### config.mk
export PLATFORM = sky130hd
export DESIGN_NAME = lsgr_link_status_gpio_regs
export DESIGN_NICKNAME = d
export VERILOG_FILES = /design/src/lsgr_pkg.sv /design/src/lsgr_link_status_gpio_regs.sv
export SDC_FILE = /design/constraint.sdc
export NUM_CORES = 1
export LEC_CHECK = 0
export BUFFER_PORTS_ARGS = -buffer_cell sky130_fd_sc_hd__buf_2
export CAP_MARGIN = 20
export CORE_MARGIN = 10
export CORE_UTILIZATION = 56
export CTS_BUF_LIST = sky130_fd_sc_hd__clkbuf_16
export DETAILED_ROUTE_END_ITERATION = 7
export GPL_TIMING_DRIVEN = 0
export PLACE_DENSITY = 0.8
export SYNTH_ARGS = -nofsm -noshare
export SYNTH_HDL_FRONTEND = slang
export SYNTH_SLANG_ARGS = --single-unit
### constraint.sdc
create_clock -name clk -period 3.5 [get_ports clk]
set_clock_uncertainty 0.1 [all_clocks]
set_input_delay 0.175 -clock clk [delete_from_list [all_inputs] [get_ports clk]]
set_output_delay 0.175 -clock clk [all_outputs]
set_load 0.1 [all_outputs]
### src/lsgr_pkg.sv
package lsgr_pkg;

   // ****************************************************
   // Register map
   // ****************************************************
   localparam logic [7:0] LSGR_CRC_COUNT_LOW_ADDR = 8'h0a;
   localparam logic [7:0] LSGR_CRC_COUNT_HIGH_ADDR = 8'h0b;
   localparam logic [7:0] LSGR_LINK_GENERAL_STATUS_ADDR = 8'h0c;
   localparam logic [7:0] LSGR_PIN_ZERO_CONFIG_ADDR = 8'h0d;

   // ****************************************************
   // Field positions and reset values
   // ****************************************************
   localparam int LSGR_STAT_LINK_LOST_BIT = 4;
   localparam int LSGR_STAT_SELF_TEST_CRC_BIT = 3;
   localparam int LSGR_STAT_CLOCK_DETECT_BIT = 2;
   localparam int LSGR_STAT_REMOTE_CRC_BIT = 1;
   localparam int LSGR_STAT_LINK_DETECT_BIT = 0;
   localparam int LSGR_CFG_VALUE_BIT = 3;
   localparam int LSGR_CFG_MODE_MSB = 2;
   localparam int LSGR_CFG_REV_LSB = 4;
   localparam int LSGR_ERROR_RESET_BIT = 5;
   localparam logic [15:0] LSGR_CRC_COUNT_RESET = 16'h0000;
   localparam logic [15:0] LSGR_CRC_COUNT_MAX = 16'hffff;
   localparam logic [3:0] LSGR_PIN_CFG_RESET = 4'h0;
   localparam logic [7:0] LSGR_READ_IDLE = 8'h00;
   // Arbitrary revision value
   localparam logic [3:0] LSGR_REVISION_DEFAULT = 4'h1;
   localparam int LSGR_PORTS = 2;

   // ****************************************************
   // Pin usage decoded from the 3-bit mode field
   // ****************************************************
   typedef enum logic [2:0]
   {
      LSGR_PIN_FUNCTIONAL = 3'b000,
      LSGR_PIN_HIGH_Z = 3'b001,
      LSGR_PIN_LOCAL_OUT = 3'b010,
      LSGR_PIN_GP_INPUT = 3'b011,
      LSGR_PIN_REMOTE_HOLD = 3'b100,
      LSGR_PIN_REMOTE_DEFAULT = 3'b101
   } lsgr_pin_use_type;

   // ****************************************************
   // Per-port state
   // ****************************************************
   typedef struct packed
   {
      logic [15:0] crc_count;
      logic link_lost;
      logic self_test_crc;
      logic remote_crc;
      logic link_prev;
      logic remote_held;
      logic [3:0] pin_cfg;
      logic pin_out;
      logic pin_oe_n;
      logic pin_input_value;
   } lsgr_port_type;

   typedef struct packed
   {
      lsgr_port_type [LSGR_PORTS-1:0] port;
      logic [7:0] rd_data;
      logic rd_valid;
   } lsgr_state_type;

endpackage : lsgr_pkg

### src/lsgr_link_status_gpio_regs.sv
//
// Function
// - Sixteen-bit CRC error count, two read bytes
// - Error-reset bit clears both count bytes
// - Port select returns second port's values
// - Sticky link-lost bit until error reset
// - Self-test CRC flag, cleared loss/restart/reset
// - Status bit 2 shows input clock present
// - Normal CRC flag, cleared loss or reset
// - Status bit 0 shows cable link detected
// - Local output drives output-value bit
// - Mode x00 functional input, x10 high-Z
// - Mode 001 local output, 011 input
// - Mode 101 remote value, hold on loss
// - Mode 111 remote value, local on loss
// - Port select applies config to second pin
`timescale 1ns/10ps
module lsgr_link_status_gpio_regs
   import lsgr_pkg::*;
#(
   parameter logic [3:0] REVISION_ID = LSGR_REVISION_DEFAULT
)
(
   input wire logic clk,
   input wire logic sys_rst,
   input wire logic [7:0] reg_addr,
   input wire logic reg_wr_en,
   input wire logic [7:0] reg_wr_data,
   input wire logic reg_rd_en,
   output logic [7:0] reg_rd_data,
   output logic reg_rd_valid,
   input wire logic second_port_select,
   input wire logic error_reset,
   input wire logic input_clock_detect,
   input wire logic [1:0] link_detect,
   input wire logic [1:0] back_channel_crc_error,
   input wire logic [1:0] link_self_test_active,
   input wire logic [1:0] link_self_test_restart,
   input wire logic [1:0] remote_pin_value,
   input wire logic general_io_pin_zero_in,
   output logic general_io_pin_zero_out,
   output logic general_io_pin_zero_oe_n,
   input wire logic second_link_io_pin_zero_in,
   output logic second_link_io_pin_zero_out,
   output logic second_link_io_pin_zero_oe_n,
   output logic [1:0] pin_zero_input_value,
   output logic [1:0] pin_zero_functional_in
);

   // ****************************************************
   // Mode decoding
   // ****************************************************
   function automatic lsgr_pin_use_type lsgr_pin_use(input logic [2:0] mode);
      lsgr_pin_use_type use_kind;
      use_kind = LSGR_PIN_HIGH_Z;
      if (mode[1:0] == 2'b00)
         use_kind = LSGR_PIN_FUNCTIONAL;
      else if (mode[1:0] == 2'b10)
         use_kind = LSGR_PIN_HIGH_Z;
      else if (mode == 3'b001)
         use_kind = LSGR_PIN_LOCAL_OUT;
      else if (mode == 3'b011)
         use_kind = LSGR_PIN_GP_INPUT;
      else if (mode == 3'b101)
         use_kind = LSGR_PIN_REMOTE_HOLD;
      else
         use_kind = LSGR_PIN_REMOTE_DEFAULT;
      return use_kind;
   endfunction : lsgr_pin_use

   lsgr_state_type state;
   lsgr_state_type next_state;
   logic [1:0] pin_in;
   logic sel;

   assign pin_in = {second_link_io_pin_zero_in, general_io_pin_zero_in};
   assign sel = second_port_select;

   // ****************************************************
   // Next-state logic
   // ****************************************************
   always_comb
   begin
      lsgr_pin_use_type use_kind;
      logic link_loss;
      logic [15:0] cnt;
      use_kind = LSGR_PIN_HIGH_Z;
      link_loss = 1'b0;
      cnt = LSGR_CRC_COUNT_RESET;
      next_state = state;
      next_state.rd_valid = 1'b0;

      for (int p = 0; p < LSGR_PORTS; p++)
      begin
         link_loss = state.port[p].link_prev && !link_detect[p];
         next_state.port[p].link_prev = link_detect[p];

         // Clear first, then let a same-cycle error count on top of it
         cnt = error_reset ? LSGR_CRC_COUNT_RESET : state.port[p].crc_count;
         if (back_channel_crc_error[p] && cnt != LSGR_CRC_COUNT_MAX)
            cnt = cnt + 16'h0001;
         next_state.port[p].crc_count = cnt;

         if (link_loss)
            next_state.port[p].link_lost = 1'b1;
         else if (error_reset)
            next_state.port[p].link_lost = 1'b0;

         if (back_channel_crc_error[p] && link_self_test_active[p])
            next_state.port[p].self_test_crc = 1'b1;
         else if (link_loss || link_self_test_restart[p] || error_reset)
            next_state.port[p].self_test_crc = 1'b0;

         if (back_channel_crc_error[p] && !link_self_test_active[p])
            next_state.port[p].remote_crc = 1'b1;
         else if (link_loss || error_reset)
            next_state.port[p].remote_crc = 1'b0;

         // Config writes land only on the port picked by the select bit
         if (reg_wr_en && reg_addr == LSGR_PIN_ZERO_CONFIG_ADDR && (p == 1) == sel)
            next_state.port[p].pin_cfg = reg_wr_data[LSGR_CFG_VALUE_BIT:0];

         // Pin drive; the remote value is latched only while the link is up
         use_kind = lsgr_pin_use(next_state.port[p].pin_cfg[LSGR_CFG_MODE_MSB:0]);
         if (link_detect[p])
            next_state.port[p].remote_held = remote_pin_value[p];
         next_state.port[p].pin_oe_n = 1'b1;
         next_state.port[p].pin_out = 1'b0;
         case (use_kind)
            LSGR_PIN_LOCAL_OUT:
            begin
               next_state.port[p].pin_oe_n = 1'b0;
               next_state.port[p].pin_out = next_state.port[p].pin_cfg[LSGR_CFG_VALUE_BIT];
            end
            LSGR_PIN_REMOTE_HOLD:
            begin
               next_state.port[p].pin_oe_n = 1'b0;
               next_state.port[p].pin_out = next_state.port[p].remote_held;
            end
            LSGR_PIN_REMOTE_DEFAULT:
            begin
               next_state.port[p].pin_oe_n = 1'b0;
               if (link_detect[p])
                  next_state.port[p].pin_out = remote_pin_value[p];
               else
                  next_state.port[p].pin_out = next_state.port[p].pin_cfg[LSGR_CFG_VALUE_BIT];
            end
            LSGR_PIN_GP_INPUT:
               next_state.port[p].pin_input_value = pin_in[p];
            LSGR_PIN_FUNCTIONAL, LSGR_PIN_HIGH_Z:
               next_state.port[p].pin_oe_n = 1'b1;
            default:
               next_state.port[p].pin_oe_n = 1'b1;
         endcase
      end

      // ****************************************************
      // Register read, one cycle after the strobe
      // ****************************************************
      if (reg_rd_en)
      begin
         next_state.rd_valid = 1'b1;
         case (reg_addr)
            LSGR_CRC_COUNT_LOW_ADDR:
               next_state.rd_data = state.port[sel].crc_count[7:0];
            LSGR_CRC_COUNT_HIGH_ADDR:
               next_state.rd_data = state.port[sel].crc_count[15:8];
            LSGR_LINK_GENERAL_STATUS_ADDR:
            begin
               next_state.rd_data = LSGR_READ_IDLE;
               next_state.rd_data[LSGR_STAT_LINK_LOST_BIT] = state.port[sel].link_lost;
               next_state.rd_data[LSGR_STAT_SELF_TEST_CRC_BIT] = state.port[sel].self_test_crc;
               next_state.rd_data[LSGR_STAT_CLOCK_DETECT_BIT] = input_clock_detect;
               next_state.rd_data[LSGR_STAT_REMOTE_CRC_BIT] = state.port[sel].remote_crc;
               next_state.rd_data[LSGR_STAT_LINK_DETECT_BIT] = link_detect[sel];
            end
            LSGR_PIN_ZERO_CONFIG_ADDR:
               next_state.rd_data = {REVISION_ID, state.port[sel].pin_cfg};
            default:
               next_state.rd_data = LSGR_READ_IDLE;
         endcase
      end

      if (sys_rst)
      begin
         next_state = '0;
         for (int p = 0; p < LSGR_PORTS; p++)
         begin
            next_state.port[p].crc_count = LSGR_CRC_COUNT_RESET;
            next_state.port[p].pin_cfg = LSGR_PIN_CFG_RESET;
            next_state.port[p].pin_oe_n = 1'b1;
         end
      end
   end

   // ****************************************************
   // State register
   // ****************************************************
   always_ff @(posedge clk)
   begin
      state <= next_state;
   end

   assign reg_rd_data = state.rd_data;
   assign reg_rd_valid = state.rd_valid;
   assign general_io_pin_zero_out = state.port[0].pin_out;
   assign general_io_pin_zero_oe_n = state.port[0].pin_oe_n;
   assign second_link_io_pin_zero_out = state.port[1].pin_out;
   assign second_link_io_pin_zero_oe_n = state.port[1].pin_oe_n;
   assign pin_zero_input_value = {state.port[1].pin_input_value, state.port[0].pin_input_value};
   // Functional input path is the raw pin, passed on only in functional mode
   assign pin_zero_functional_in = pin_in & {lsgr_pin_use(state.port[1].pin_cfg[2:0]) == LSGR_PIN_FUNCTIONAL,
                                             lsgr_pin_use(state.port[0].pin_cfg[2:0]) == LSGR_PIN_FUNCTIONAL};

endmodule : lsgr_link_status_gpio_regs

Word level (Yosys, flattened, before mapping)
Cells that the tools add are included.
{ "classes": {"add_sub_neg": 2, "n_lt_le_gt_ge": 1, "n_eq_ne": 30, "n_mux": 51, "n_bitwise": 2, "n_reduce_logical": 35} }
{ "ops": {"columns": ["cell", "count"], "rows": [
  ["two-way mux 16 bit", 4],
  ["two-way mux 28 bit", 2],
  ["two-way mux 3 bit", 16],
  ["adder 16 x 1 -> 16 bit (second input constant)", 2],
  ["== test 8 x 4 -> 1 bit (second input constant)", 4],
  ["!= test 16 bit (second input constant)", 2],
  ["case mux 8 bit (4 select lines)", 1],
  ["== test 3 x 2 -> 1 bit (second input constant)", 8],
  ["== test 3 bit (second input constant)", 8],
  ["two-way mux 1 bit", 24],
  ["== test 3 x 1 -> 1 bit (second input constant)", 4],
  ["nonzero test 2 bit", 6],
  ["logical AND 1 bit", 11],
  ["== test 2 bit (second input constant)", 4],
  ["logical NOT 2 bit", 4],
  ["two-way mux 4 bit", 2],
  ["logical NOT 3 bit", 2],
  ["logical OR 1 bit", 6],
  ["case mux 1 bit (3 select lines)", 2],
  ["OR reduction 3 bit", 2],
  ["logical NOT 1 bit", 4],
  ["AND 2 bit", 1],
  ["< comparator 1 x 2 -> 1 bit (second input constant)", 1],
  ["inverter 1 bit", 1]
]} }
{ "word_totals": {"reg_bits": 65, "input_bits": 35} }

Depth between registers and ports, before layout
{ "logic_depth": {"word_depth": 13, "ltp_mapped": 10, "ltp_nobuf": 7} }

Least setup slack after synthesis
Ideal clock, no wire load.
{ "synth_path": {"kind": "register -> output", "from": "register state[41] (netlist bit)", "to": "output pin_zero_functional_in[1]", "arrival_time_ns": 2.543, "t_required_ns": 3.225, "path_slack_ns": 0.682, "path_stages_with_launch": 2, "n_path_buf": 0, "cell_sequence": "dfxtp_1 -> nor3b_1"} }
{ "synth_between": {"elab_chain_cells": 8} }
{ "synth_lines": {"columns": ["item", "line_no", "text"], "rows": [
  ["start: declaration", "lsgr_link_status_gpio_regs.sv:71", "lsgr_state_type state;"],
  ["start signal: assignment", "lsgr_link_status_gpio_regs.sv:201", "state <= next_state;"],
  ["== test 3 bit", "lsgr_link_status_gpio_regs.sv:64", "else if (mode == 3'b101)"],
  ["two-way mux 1 bit", "lsgr_link_status_gpio_regs.sv:64", null],
  ["two-way mux 3 bit", "lsgr_link_status_gpio_regs.sv:62", "else if (mode == 3'b011)"],
  ["two-way mux 3 bit", "lsgr_link_status_gpio_regs.sv:60", "else if (mode == 3'b001)"],
  ["two-way mux 3 bit", "lsgr_link_status_gpio_regs.sv:58", "else if (mode[1:0] == 2'b10)"],
  ["two-way mux 3 bit (*)", "lsgr_link_status_gpio_regs.sv:56", "if (mode[1:0] == 2'b00)"],
  ["logical NOT 3 bit (*)", "lsgr_link_status_gpio_regs.sv:212", "assign pin_zero_functional_in = pin_in & {lsgr_pin_use(state.port[1].pin_cfg[2:0]) == LSGR_PIN_FUNCTIONAL,"],
  ["AND 2 bit (*)", "lsgr_link_status_gpio_regs.sv:212", null],
  ["end: declaration", "lsgr_link_status_gpio_regs.sv:47", "output logic [1:0] pin_zero_functional_in"]
]} }
Every way passes the cells marked *; elsewhere a longest branch is shown, timed or not.

Worst setup path after layout
{ "layout_path": {"from": "input error_reset", "to": "register state[28] (netlist bit)"} }
{ "layout_between": {"elab_chain_cells": 4} }
{ "layout_lines": {"columns": ["item", "line_no", "text"], "rows": [
  ["start: declaration", "lsgr_link_status_gpio_regs.sv:33", "input wire logic error_reset,"],
  ["two-way mux 16 bit (*)", "lsgr_link_status_gpio_regs.sv:99", "cnt = error_reset ? LSGR_CRC_COUNT_RESET : state.port[p].crc_count;"],
  ["parallel branches: the longest is 2 deep, another holds adder 16 x 1 -> 16 bit", null, null],
  ["two-way mux 16 bit (*)", "lsgr_link_status_gpio_regs.sv:100", "if (back_channel_crc_error[p] && cnt != LSGR_CRC_COUNT_MAX)"]
]} }
Mark *: on every way between the ends.
A chain may end at the register's enable or synchronous reset.

==> flow_metrics.tcl <==
set metrics [dict create \
    design_area_sq_um 4200 \
    dpl.hpwl_um 7060 \
    syn-num-nets 436 \
    io_buffer_count 43 \
    cts.sinks 65 \
    hold_slack_ns 0.0122 \
    powerDensity_nw_per_um2 445 \
    cp-start-kind "input pin" \
    path_cells "buf_2 -> clkbuf_1 -> clkbuf_1 -> clkbuf_1 -> nor2b_1 -> ha_1 -> and2_1 -> nand2_1 -> o21ai_1 -> o21a_1 -> o21a_1" \
    layout_min_cycle_time_ns 2.84 \
    fin_crit_sh_pct 81.0 \
    placed_area_sq_um 3850 \
    rsz0062_at_grt "false" \
    cts_made_buffers 9 \
    grt_start_max_net_pins 14 \
    antenna_left 0 \
    hold_path_class "input pin to flop" \
    firstDrtPassIters 4 \
    drt_iter0_markers 275 \
    nets 492 \
    rows 28 \
    synthTopCellsByCount "dfxtp_1, nor2_1, a21oi_1" \
    layout-drive-gt1-share_pct 19.1 \
    slew_headroom_pct 54.9 \
    diodes 0 \
    grt_pass1_wl_um 15300 \
    yosysMostFrequentCell "dfxtp_1" \
    drv_cap 0 \
    h-tree-depth 3 \
    async_reset_ff_share_pct 0 \
    synth_area_sq_um 3540 \
    clock_latency_ns 0.33 \
    ys.flop_type "dfxtp_1" \
    fmax_ghz 0.353 \
    synth.top_cell.area_share_pct 36.7 \
    yosysWarnings 0 \
    max-vdd-ir-drop_v 0.000329 \
    setup_viol 0 \
    critPathArrivalTime_ns 2.95 \
    ys_seq_elements 65 \
    synthesis.instances 399 \
    placeableCoreArea_sq_um 6030 \
    utilization_pct 69.7 \
    drc 0 \
    cts_tree "done" \
    post-cts-setup-buffers 0 \
    syn_avg_cell_area_sq_um 8.87 \
    slew_violations 0 \
    finalHoldViolations 0 \
    worstMarginPinSlew_ns 0.667 \
    io_pins 52 \
    slowest_delay_ns 0.45 \
    status "complete, no violations" \
    area_growth_pct 18.6 \
    cp_common_cell "clkbuf_1" \
    antenna_found_initial 0 \
    die-area_sq_um 9900 \
    path_clk_slew_ns 0.06 \
    grt-ovfl-total 0 \
    grt_pass1_vias 3119 \
    path_max_fanout 10 \
    die_w_um 99.5 \
    ys_types 51 \
    track_usage_pct 18.9 \
    critPathKind "input pin to flop" \
    cp_slowest_cell "clkbuf_1" \
    wirelength_um 9390 \
    synth_largest_area_cell "dfxtp_1" \
    clockBufferDepth 2 \
    critPathRequiredTime_ns 3.62 \
    synth.area.top_cells "dfxtp_1, mux4_2, mux2i_1" \
    worst_setup_path_end_kind "flop" \
    finalPower_uw 1870 \
    vias_per_cell 6.01 \
    die_h_um 99.5 \
    root_buffer "clkbuf_16" \
    vias 3214 \
    fin_setup_tns_ns 0 \
    gp_congestion 0.917 \
    power_leakage_uw 0.00155 \
    seq_area_frac_synth_pct 36.7 \
    drt-wirelength-per-cell_um 17.5 \
    synth_edf_count 0 \
    start_util_pct 58.8 \
    fill_cells 489 \
]
## cells in the final DEF (no fill, tap or decap), types with 3 or more instances in the layout
master / instances
dfxtp_1: 65
buf_2: 45
nor2_1: 42
a21oi_1: 24
nand2_1: 23
nand2b_1: 20
mux2i_1: 20
clkbuf_1: 17
xnor2_1: 17
nor2b_1: 16
nand3_1: 15
inv_1: 10
mux4_2: 10
buf_4: 10
o21ai_0: 9
clkbuf_16: 9
o211ai_1: 8
or3_1: 8
nand4_1: 6
and2_1: 5
and4b_1: 5
nor4_1: 5
nor3_1: 5
nor3b_1: 4
and3_1: 4
a22o_1: 4
a211oi_1: 4
o21a_1: 4
clkinv_4: 4
xor2_1: 3
buf_1: 3
a32oi_1: 3
## cell type report
| class | count | area [sq um] | area share (%) |
|---|---|---|---|
| Buffer | 32 | 160 | 3.81 |
| Clock buffer | 9 | 225 | 5.36 |
| Clock inverter | 7 | 104 | 2.47 |
| Inverter | 10 | 37.5 | 0.894 |
| Multi-Input combinational cell | 292 | 2040 | 48.6 |
| Sequential cell | 65 | 1300 | 31.0 |
| Tap cell | 75 | 93.8 | 2.23 |
| Timing Repair Buffer | 45 | 235 | 5.60 |
## state kept, by name (all words and copies together) (netlist names)
| signal | cells |
|---|---|
| state | 50 |
| pin_zero_input_value | 2 |
| reg_rd_valid | 1 |
| second_link_io_pin_zero_out | 1 |
| general_io_pin_zero_oe_n | 1 |
| second_link_io_pin_zero_oe_n | 1 |
| general_io_pin_zero_out | 1 |
| reg_rd_data | 8 |
## worst max-delay path: cells and delay by family
family | cells | cell delay [ns]
AOI/OAI and AO/OA | 3 | 0.67
adders and majority gates | 1 | 0.25
buffers and inverters | 4 | 1.38
and+or+nand+nor | 3 | 0.46
## metal layers
metal	GRT usage, %	up-vias	share of wire [%]
li1	-	1537	-
met1	24.6	1520	43
met2	29.2	137	47
met3	3.81	20	8.2
met4	8.71	0	2.4
met5	0	-	0
## report_power, final
group,total [uW],internal (uW),switching [uW]
registers,754,749,5.04
logic,131,47.8,83.1
clock network,984,630,353
total,1870,1430,441
## metrics by stage
stage / worst slack, ns / instances
after CTS: 0.742 / 535
after global placement: 0.478 / 517
after floorplan: 0.682 / 399
after global routing: 0.480 / 535
after detailed placement: 0.422 / 517
final: 0.665 / 535
## logic make-up (layout without fill, tap and decap cells)
group | count (synthesis) | count (layout) | share of synthesized area [%]
AND/OR/NAND/NOR | 171 | 171 | 26.9
AO/OA/AOI/OAI | 67 | 67 | 12.5
flip-flops | 65 | 65 | 36.7
buffers and inverters | 42 | 103 | 5.58
multiplexers | 32 | 32 | 12.7
XOR/XNOR | 20 | 20 | 4.95
adder cells (fa/ha/maj) | 2 | 2 | 0.707
## final timing paths
check	startpoint	to	slack, ns	depth (start not counted)
max	error_reset	state[28]	0.66	11
min	general_io_pin_zero_in	pin_zero_input_value[0]	0.01	3
max reg2reg	state[50]	state[60]	1.14	7
min reg2reg	reg_rd_data[2]	reg_rd_data[2]	0.37	2
## timing repair
| action | 4_1_cts | 5_1_grt |
|---|---|---|
| gates resized for setup | 0 | 0 |
| endpoints found under the hold margin | 2 | 0 |
| endpoints found under the setup margin | 0 | 0 |
| hold buffers | 2 | 0 |
Note: power is estimated with default switching activity, not from simulation.
